<file path="config.mk">
export PLATFORM = sky130hd
export DESIGN_NAME = phygs_status
export DESIGN_NICKNAME = d
export VERILOG_FILES = /design/src/rtl/phygs_pkg.sv /design/src/rtl/phygs_lock_qual.sv /design/src/rtl/phygs_pulse_mon.sv /design/src/rtl/phygs_status.sv
export SDC_FILE = /design/constraint.sdc
export NUM_CORES = 1
export LEC_CHECK = 0
export ABC_CLOCK_PERIOD_IN_PS = 2450
export BUFFER_PORTS_ARGS = -buffer_cell sky130_fd_sc_hd__buf_2
export CAP_MARGIN = 10
export CELL_PAD_IN_SITES_DETAIL_PLACEMENT = 1
export CELL_PAD_IN_SITES_GLOBAL_PLACEMENT = 1
export CORE_UTILIZATION = 40
export DETAILED_ROUTE_END_ITERATION = 8
export PLACE_DENSITY = 0.69
export SETUP_SLACK_MARGIN = 0.3
export SKIP_CTS_REPAIR_TIMING = 1
export SLEW_MARGIN = 20
export SYNTH_ARGS = -nofsm -noshare
export SYNTH_HDL_FRONTEND = slang
export SYNTH_SLANG_ARGS = --single-unit
</file>
<file path="constraint.sdc">
create_clock -name sys_clk_i -period 2.45 [get_ports sys_clk_i]
set_clock_uncertainty 0.1 [all_clocks]
set_input_delay 0 -clock sys_clk_i [delete_from_list [all_inputs] [get_ports sys_clk_i]]
set_output_delay 0 -clock sys_clk_i [all_outputs]
set_load 0.1 [all_outputs]
</file>
<file path="src/rtl/phygs_pkg.sv">
package phygs_pkg;

  // Bit positions within the generic status word.
  localparam int unsigned BIT_ABIL_HI   = 14;
  localparam int unsigned BIT_ABIL_LO   = 11;
  localparam int unsigned BIT_RSVD_HI   = 10;
  localparam int unsigned BIT_RSVD_LO   = 7;
  localparam int unsigned BIT_PRE_SUPP  = 6;
  localparam int unsigned BIT_NEG_CMPLT = 5;
  localparam int unsigned BIT_REMOTE_FAULT_FLAG    = 4;
  localparam int unsigned BIT_NEG_ABIL  = 3;
  localparam int unsigned BIT_LINK      = 2;
  localparam int unsigned BIT_JABBER    = 1;

  localparam logic [15:0] STATUS_RESET  = 16'h7800;
  localparam logic        LINK_RESET    = 1'b1;
  localparam logic        REMOTE_FAULT_FLAG_RESET  = 1'b0;
  localparam logic        JABBER_RESET  = 1'b0;

  // Times in their own units, then clock counts derived from the rate.
  localparam longint unsigned CLK_HZ     = 64'd50_000_000;
  localparam longint unsigned GAP_MIN_MS = 64'd8;
  localparam longint unsigned GAP_MAX_MS = 64'd24;
  localparam longint unsigned FAIL_MS    = 64'd100;
  localparam longint unsigned LOCK_US    = 64'd330;

  localparam int unsigned GAP_MIN_CYC = int'((GAP_MIN_MS * CLK_HZ + 64'd999) / 64'd1000);
  localparam int unsigned GAP_MAX_CYC = int'((GAP_MAX_MS * CLK_HZ) / 64'd1000);
  localparam int unsigned FAIL_CYC    = int'((FAIL_MS * CLK_HZ) / 64'd1000);
  localparam int unsigned LOCK_CYC    = int'((LOCK_US * CLK_HZ + 64'd999_999) / 64'd1_000_000);
  localparam int unsigned RUN_LEN     = 7;

  // Signals from the negotiation engine and control register.
  typedef struct packed {
    logic enable;
    logic restart;
    logic done;
    logic err_restart;
  } phygs_neg_t;

endpackage

</file>
<file path="src/rtl/phygs_lock_qual.sv">
`timescale 1ns/100ps
module phygs_lock_qual
  import phygs_pkg::*;
#(
  parameter int unsigned LOCK_N = LOCK_CYC
) (
  input  wire logic sys_clk_i,   // Device clock.
  input  wire logic nrst_i,      // Synchronous reset, active low.
  input  wire logic lock_i,      // Descrambler lock level.
  output logic      lock_ok_o    // Lock held long enough.
);

  localparam int unsigned CW = $clog2(LOCK_N + 1);

  logic [CW-1:0] cnt;
  logic [CW-1:0] next_cnt;

  // Any drop of lock restarts the qualification time.
  always_comb begin
    next_cnt = cnt;
    if (!lock_i) begin
      next_cnt = '0;
    end else if (cnt != CW'(LOCK_N)) begin
      next_cnt = cnt + CW'(1);
    end
  end

  always_ff @(posedge sys_clk_i) begin
    if (!nrst_i) begin
      cnt <= '0;
    end else begin
      cnt <= next_cnt;
    end
  end

  assign lock_ok_o = (cnt == CW'(LOCK_N));
endmodule

</file>
<file path="src/rtl/phygs_pulse_mon.sv">
`timescale 1ns/100ps
module phygs_pulse_mon
  import phygs_pkg::*;
#(
  parameter int unsigned MIN_N  = GAP_MIN_CYC,
  parameter int unsigned MAX_N  = GAP_MAX_CYC,
  parameter int unsigned FAIL_N = FAIL_CYC,
  parameter int unsigned RUN_N  = RUN_LEN
) (
  input  wire logic sys_clk_i,     // Device clock.
  input  wire logic nrst_i,        // Synchronous reset, active low.
  input  wire logic pulse_pin_i,   // Link pulse from the line, asynchronous.
  input  wire logic neg_enable_i,  // Negotiation switched on.
  input  wire logic neg_done_i,    // Negotiation finished.
  output logic      link_ok_o      // Link-integrity verdict.
);

  localparam int unsigned CW = $clog2(FAIL_N + 2);
  localparam int unsigned RW = $clog2(RUN_N + 1);

  typedef enum logic [1:0] {
    PHYGS_FAIL = 2'b01,
    PHYGS_GOOD = 2'b10
  } phygs_lnk_t;

  logic [2:0]    sync;
  logic [CW-1:0] gap;
  logic [CW-1:0] next_gap;
  logic [RW-1:0] run;
  logic [RW-1:0] next_run;
  phygs_lnk_t    state;
  phygs_lnk_t    next_state;
  logic          edge_seen;
  logic          gap_good;

  assign edge_seen = sync[1] & ~sync[2];
  assign gap_good  = (gap >= CW'(MIN_N)) && (gap <= CW'(MAX_N));

  always_comb begin
    next_gap   = gap;
    next_run   = run;
    next_state = state;
    if (edge_seen) begin
      next_gap = '0;
      if (!gap_good) begin
        next_run = '0;
      end else if (run != RW'(RUN_N)) begin
        next_run = run + RW'(1);
      end
    end else if (gap <= CW'(FAIL_N)) begin
      next_gap = gap + CW'(1);
    end else begin
      // A silent line forgets any earlier run, so a stale count cannot revive the link.
      next_run = '0;
    end
    case (state)
      PHYGS_GOOD: begin
        if (gap > CW'(FAIL_N)) begin
          next_state = PHYGS_FAIL;
        end
      end
      PHYGS_FAIL: begin
        if (!neg_enable_i && run == RW'(RUN_N)) begin
          next_state = PHYGS_GOOD;
        // Negotiation only revives a line that has carried a recent pulse.
        end else if (neg_enable_i && neg_done_i && (gap <= CW'(FAIL_N))) begin
          next_state = PHYGS_GOOD;
        end
      end
      default: next_state = PHYGS_FAIL;
    endcase
  end

  // Only sync[1] reads the first stage; edges are found after the second.
  always_ff @(posedge sys_clk_i) begin
    if (!nrst_i) begin
      sync  <= 3'h0;
      gap   <= '0;
      run   <= '0;
      state <= PHYGS_GOOD;
    end else begin
      sync  <= {sync[1:0], pulse_pin_i};
      gap   <= next_gap;
      run   <= next_run;
      state <= next_state;
    end
  end

  assign link_ok_o = (state == PHYGS_GOOD);
endmodule

</file>
<file path="src/rtl/phygs_status.sv">
`timescale 1ns/100ps
// Functional notes
// Bits 14..11 read constant one.
// Reserved bits 10..7 read zero.
// Bit 6 one; preamble-less frames accepted.
// Completion flag one only after negotiation finishes.
// Completion zero if running, restarting, or disabled.
// Protocol error restart sets remote fault.
// Remote fault means reload first next page.
// Remote fault resets zero, held until read.
// Bit 3 reads constant one.
// Link flag resets one, change held until read.
// Link pulses 8 to 24 ms apart.
// Over 100 ms silence clears link.
// Negotiation off: timed pulse run restores link.
// 100M link needs 330 us descrambler lock.
// Link loss with negotiation on restarts it.
// Jabber flag reads zero at 100M.
// 10M jabber latches until read or reset.
// Seven good pulses restore the link.
// Read returns held value, then tracks condition.
module phygs_status
  import phygs_pkg::*;
#(
  parameter int unsigned MIN_N  = GAP_MIN_CYC,
  parameter int unsigned MAX_N  = GAP_MAX_CYC,
  parameter int unsigned FAIL_N = FAIL_CYC,
  parameter int unsigned LOCK_N = LOCK_CYC,
  parameter int unsigned RUN_N  = RUN_LEN
) (
  input  wire logic        sys_clk_i,        // Device clock, 50 MHz.
  input  wire logic        nrst_i,           // Synchronous reset, active low.
  input  wire logic        status_rd_i,      // One-cycle read strobe of the status word.
  output logic [15:0]      status_rdata_o,   // Status word captured by the read.
  output logic             pre_optional_o,   // Management frames may skip preamble.
  input  wire logic        speed_100_i,      // High in 100 Mbit/s mode.
  input  wire phygs_neg_t  neg_i,            // Negotiation engine and control signals.
  input  wire logic        link_pulse_i,     // Received link pulse, asynchronous pin.
  input  wire logic        descr_lock_i,     // Descrambler locked.
  input  wire logic        jabber_i,         // Jabber condition seen at 10 Mbit/s.
  output logic             neg_restart_req_o // Pulse asking negotiation to restart.
);

  logic        pulse_ok;
  logic        lock_ok;
  logic        link_now;
  logic        link_now_q;
  logic        link_lat;
  logic        link_hold;
  logic        remote_fault_flag;
  logic        jabber;
  logic        cmplt_now;
  logic [15:0] rdata;
  logic        next_link_lat;
  logic        next_link_hold;
  logic        next_remote_fault_flag;
  logic        next_jabber;
  logic [15:0] next_rdata;

  phygs_pulse_mon #(
    .MIN_N  (MIN_N),
    .MAX_N  (MAX_N),
    .FAIL_N (FAIL_N),
    .RUN_N  (RUN_N)
  ) u_pulse (
    .sys_clk_i    (sys_clk_i),
    .nrst_i       (nrst_i),
    .pulse_pin_i  (link_pulse_i),
    .neg_enable_i (neg_i.enable),
    .neg_done_i   (neg_i.done),
    .link_ok_o    (pulse_ok)
  );

  phygs_lock_qual #(
    .LOCK_N (LOCK_N)
  ) u_lock (
    .sys_clk_i (sys_clk_i),
    .nrst_i    (nrst_i),
    .lock_i    (descr_lock_i),
    .lock_ok_o (lock_ok)
  );

  assign link_now  = speed_100_i ? lock_ok : pulse_ok;
  assign cmplt_now = neg_i.enable & ~neg_i.restart & neg_i.done;
  assign pre_optional_o = 1'b1;

  // A falling link restarts negotiation while it is switched on.
  assign neg_restart_req_o = neg_i.enable & link_now_q & ~link_now;

  always_comb begin
    next_link_lat  = link_lat;
    next_link_hold = link_hold;
    next_remote_fault_flag    = remote_fault_flag;
    next_jabber    = jabber;
    next_rdata     = rdata;
    // The read returns the held state and releases it to follow again.
    if (status_rd_i) begin
      next_rdata                              = STATUS_RESET;
      next_rdata[BIT_RSVD_HI:BIT_RSVD_LO]     = 4'h0;
      next_rdata[BIT_PRE_SUPP]                = 1'b1;
      next_rdata[BIT_NEG_CMPLT]               = cmplt_now;
      next_rdata[BIT_REMOTE_FAULT_FLAG]                  = remote_fault_flag;
      next_rdata[BIT_NEG_ABIL]                = 1'b1;
      next_rdata[BIT_LINK]                    = link_lat;
      next_rdata[BIT_JABBER]                  = jabber & ~speed_100_i;
      next_link_lat  = link_now;
      next_link_hold = 1'b0;
      next_remote_fault_flag    = 1'b0;
      next_jabber    = 1'b0;
    end else if (!link_hold) begin
      next_link_lat  = link_now;
      next_link_hold = (link_now != link_lat);
    end
    // A new event in the read cycle wins over the release.
    if (neg_i.err_restart) begin
      next_remote_fault_flag = 1'b1;
    end
    if (jabber_i && !speed_100_i) begin
      next_jabber = 1'b1;
    end
  end

  always_ff @(posedge sys_clk_i) begin
    if (!nrst_i) begin
      link_lat   <= LINK_RESET;
      link_hold  <= 1'b0;
      link_now_q <= LINK_RESET;
      remote_fault_flag     <= REMOTE_FAULT_FLAG_RESET;
      jabber     <= JABBER_RESET;
      rdata      <= STATUS_RESET;
    end else begin
      link_lat   <= next_link_lat;
      link_hold  <= next_link_hold;
      link_now_q <= link_now;
      remote_fault_flag     <= next_remote_fault_flag;
      jabber     <= next_jabber;
      rdata      <= next_rdata;
    end
  end

  assign status_rdata_o = rdata;
endmodule

</file>
After elaboration in Yosys (flattened, before gate mapping)
Index checks and enable logic that the tools add are counted.
Widths: inputs -> output; s select.
{"block": "op_classes", "add_sub_neg": 3, "order_cmp": 4, "eq_ne": 12, "n_mux": 15, "n_bitwise": 11, "reduce_logical": 14}
{"op": "$add 23x1->23 const B", "n": 1}
{"op": "$ge 23x19->1 const B", "n": 1}
{"op": "$gt 23x23->1 const B", "n": 1}
{"op": "$le 23x21->1 const B", "n": 1}
{"op": "$le 23x23->1 const B", "n": 1}
{"op": "$add 15x1->15 const B", "n": 1}
{"op": "$eq 15x15->1 const B", "n": 1}
{"op": "$ne 15x15->1 const B", "n": 1}
{"op": "$mux 3", "n": 4}
{"op": "$mux 1", "n": 7}
{"op": "$and 1x1->1", "n": 6}
{"op": "$mux 2", "n": 3}
{"op": "$ne 3x3->1 const B", "n": 2}
{"op": "$reduce_and 2->1", "n": 3}
{"op": "$logic_and 1x1->1", "n": 5}
{"op": "$not 1->1", "n": 5}
{"op": "$ne 2x1->1 const B", "n": 2}
{"op": "$pmux 2 s2", "n": 1}
{"op": "$reduce_bool 2->1", "n": 2}
{"op": "$reduce_or 2->1", "n": 2}
{"op": "$add 3x1->3 const B", "n": 1}
{"op": "$eq 3x3->1 const B", "n": 1}
{"op": "$ne 3x1->1 const B", "n": 1}
{"op": "$eq 2x1->1 const B", "n": 1}
{"op": "other kinds (4)", "n": 5}
{"block": "word_totals", "register_bits": 57, "output_inout_bits": 18, "wordCells": 70}

Longest topological paths before layout
{"block": "logic_depth", "ltp_word": 5, "mapped_depth": 8, "mapped_depth_nobuf": 8}

Modules after synthesis
A second synthesis with hierarchy kept.
{"block": "hier_totals", "cells_unflattened": 349, "hier_area_um2": 2980.4}
{"mod": "phygs_pulse_mon", "instances": 1, "cells_per_inst": 219, "area_per_inst_um2": 1776.7, "seq_area_each_um2": 620.6}
{"mod": "phygs_lock_qual", "instances": 1, "cells_per_inst": 79, "area_per_inst_um2": 721.9, "seq_area_each_um2": 300.3}
{"mod": "phygs_status", "instances": 1, "cells_per_inst": 51, "area_per_inst_um2": 481.7, "seq_area_each_um2": 200.2}

Worst setup path after synthesis
OpenSTA, ideal clock, no wires.
{"block": "synth_timing", "path_type": "reg2reg", "from": "reg u_pulse.gap[12]", "to": "reg u_pulse.gap[14]", "setup_ns": 0.116, "arrival_time_ns": 1.925, "required_time_ns": 2.234, "setup_slack_ns": 0.308, "path_stages_with_launch": 8, "synth_period_minus_slack_ns": 2.142, "cell_sequence": "dfxtp_1 -> buf_2 -> nor2_2 -> nand4_1 -> o31a_1 -> a2111oi_4 -> a31oi_1 -> a41o_1"}
{"block": "synth_between", "elab_chain_cells": 1}
{"element": "from (decl)", "line_no": "phygs_pulse_mon.sv:27", "rtl": "logic [CW-1:0] gap;"}
{"element": "from (signal assigned)", "line_no": "phygs_pulse_mon.sv:83", "rtl": "gap <= next_gap;"}
{"element": "$add 23x1->23 / $le 23x23->1 (equally long branches)", "line_no": "phygs_pulse_mon.sv:51, phygs_pulse_mon.sv:50"}
Several ways; a longest one is shown, not always the timed one.
A chain may end at the register's enable or synchronous reset.

Final worst setup path
{"block": "layout_timing", "from": "reg u_pulse.gap[7]", "to": "reg u_pulse.gap[18]"}
The elaborated chain is that of the path after synthesis.

==> impl_metrics.yaml <==
status:
  outcome: "finished, violations left"
  violations: "negative hold slack"
clock_tree:
  cts_tree: "done"
  clk-insertion-delay-late_ps: 310
  clk_pin_slew_ps: 110
  cts_htree_levels: 2
  cts.sinks: 56
  max-clock-path-buffers: 2
  cts_made_buffers: 5
  cell_chosen_for_the_clock_root: "clkbuf_8"
logic_synthesis:
  ys.flop_type: "dfxtp_1"
  seq_area_frac_synth_pct: 39.4
  mappedNetlistArea_um2: 2840
  synth_cell_type_count: 53
  syn_area_per_cell_um2: 8.41
  synth_area_leader_cell: "dfxtp_1"
  synth.area.top_cells: "dfxtp_1, nor2_1, xnor2_1"
  synth_enable_flop_cells: 0
  async_reset_ff_share_pct: 0
  synth_seq_cells: 56
  postSynthCellCount: 338
  ys_warn_count: 0
  synth_top_cell_area_share_pct: 39.4
die:
  coreArea_um2: 6830
  io-pin-count: 29
  initial_core_utilization_pct: 41.6
  design.die.area_um2: 7450
  floorplan.die.width_um: 86.3
  placement_rows: 30
  dieHeight_um: 86.3
drt:
  drtAntennaViolNets: 0
  post-route-drc-count: 0
  met3WireLength_um: 163
  detailroute.via_count: 2387
  met1_length_mm: 3.11
  drt-total-wl_mm: 6.51
  drt_first_iter_violations: 58
  top_layer: "met4"
  wire_per_inst_um: 14.1
  vias_per_cell: 5.18
  drtPass1Iterations: 4
  met2_wirelength_mm: 3.17
layout:
  insertedDiodeCount: 0
  final_layout_size_suffix_gt1_share_pct: 19.7
  number_of_nets_in_the_layout: 381
  seqCellArea_um2: 1140
  multi_input_area_um2: 1690
  syn2layout_area_growth_pct: 18.0
  fill_cells: 803
global_route:
  antenna_found_initial: 0
  via_count_of_the_first_global_routing_pass: 2259
  wire_length_of_the_first_global_routing_pass_mm: 10.3
  final_global_route_overflow_total: 0
  grt_max_degree: 23
  globalRouteTotalUtil_pct: 17.3
setup_path:
  timing.critical_path.cells: "and3b_2 > nand4_1 > o31a_1 > a2111oi_4 > buf_6 > a31oi_1 > a41o_1"
  required_ps: 2570
  worst_r2r_startpoint: "u_pulse.gap[7]"
  arrival_time_worst_endpoint_ps: 2290
  startpoint_type: "flop"
  crit_type: "reg2reg"
  crit_path_max_fanout: 7
  cp_max_stage_delay_ps: 410
  setup.worst_path.start: "u_pulse.gap[7]"
  cp_slowest_cell: "o31a_1"
  setup.worst_path.end_class: "flop"
placement:
  dpl_worst_slack_ps: 201
  place_congestion: 0.801
  dp_hpwl_mm: 4.43
  number_of_i_o_port_buffers: 17
sta:
  worst_margin_slew_ps: 674
  min_period_over_period_pct: 88.7
  period_needed_ps: 2170
  tns_ps: 0
  finalHoldViolations: 1
  rsz0062_at_grt: "yes"
  hold-worst-slack_ps: -4.67
  timing.max_slew.rel_slack_pct: 55.0
  finalSetupViolCount: 0
  finalWorstSetupSlack_ps: 278
  slew_violations: 0
  achievable_clock_frequency_mhz: 460
min_path:
  worstHoldStart: "neg_i[1]"
  worst_hold_path_type: "in2reg"
pwr:
  peakVddDrop_uv: 371
  power.density_cell_area_nw_per_um2: 512
  p_leak_nw: 1.22
run:
  number_of_max_cap_violations: 0
[where the power goes]
part	switching (mW)	leakage (nW)	internal [mW]
clock network	0.327	0.0445	0.204
logic	0.180	0.713	0.0584
registers	0.0172	0.460	0.931
total	0.524	1.22	1.19
[cells by family (layout without fill, tap and decap cells)]
family                     after synthesis  count (layout)  share of synthesized area (%)
AOI/OAI and AO/OA                       60              60                           16.2
xor gates and xnor gates                26              26                           8.01
adders and majority gates                6               6                           2.64
buffers and inverters                   38              56                           6.65
DFF                                     56              56                           39.4
muxes                                    4               4                           1.45
other                                    2              11                          0.264
and+or+nand+nor                        146             146                           25.4
[stage by stage]
| stage | total power, mW | instance area [µm²] | instances | util, % |
|---|---|---|---|---|
| floorplan | 1.17 | 2880 | 347 | - |
| global placement | 1.19 | 2980 | 439 | 43.6 |
| detailed placement | 1.19 | 2980 | 439 | 43.6 |
| CTS | 1.73 | 3070 | 447 | 44.9 |
| global route | 1.79 | 3350 | 461 | 49.1 |
| finish | 1.72 | 3350 | 461 | 49.1 |
[flip-flops by register name, summed over array words and instances (netlist names)]
signal	count
u_pulse.gap	23
u_lock.cnt	15
status_rdata_o	5
u_pulse.run	3
u_pulse.sync	3
u_pulse.state	2
jabber	1
link_hold	1
link_lat	1
link_now_q	1
remote_fault_flag	1
[path summary, 6_finish.rpt]
check                endpoint  slack [ps]  cells after the start
max           u_pulse.gap[18]         280                      7
min          u_pulse.state[0]          -5                      4
max reg2reg   u_pulse.gap[18]         280                      7
min reg2reg   u_pulse.sync[1]         350                      1
[layout by cell type (no fill, tap or decap), types with 3 or more instances in the layout]
cell type and instances:
dfxtp_1 45, nor2_1 42, nand2_1 35, buf_2 17, xnor2_1 15, inv_1 12, a21oi_1 11, conb_1 11
nand4_1 10, xor2_1 10, dfxtp_2 10, nand3_1 9, dlygate4sd3_1 9, and3_1 8, nor2b_1 8, and2_1 7
buf_4 7, a31o_1 6, ha_1 6, nand2b_1 5, a21oi_2 5, clkbuf_8 5, a211oi_1 4, o21ai_0 4
o22ai_1 4, nor3_1 3, mux2i_1 3
[metal layers]
metal  GRT usage [%]  vias to the layer above
met5               0                        -
met4            4.09                        0
met3            3.71                        8
met2            29.3                       29
met1            22.4                     1155
li1                -                     1195
[Yosys cell counts, drive strengths merged, types with 5 or more instances]
cell    instances
dfxtp          56
nor2           45
nand2          35
a21oi          16
xnor2          16
buf            14
clkbuf         12
inv            12
nand4          10
xor2           10
nand3           9
and3            8
nor2b           8
a31o            7
and2            7
a211oi          6
ha              6
nand2b          5
o21ai           5
[worst max-delay path, delay by kind of cell (launching register included)]
family          cells  cell delay [ps]
compound gates      4             1060
buf+inv             1              190
flops               1              380
simple gates        2              360
[layout make-up]
| type | count | area share (%) |
|---|---|---|
| timing repair buffer | 36 | 8.06 |
| multi-input combinational | 253 | 50.4 |
| tap | 96 | 3.58 |
| clock buffer | 5 | 2.05 |
| inverter | 12 | 1.34 |
| sequential | 56 | 33.9 |
| clock inverter | 3 | 0.634 |
Power figures use the tool's default switching activity.
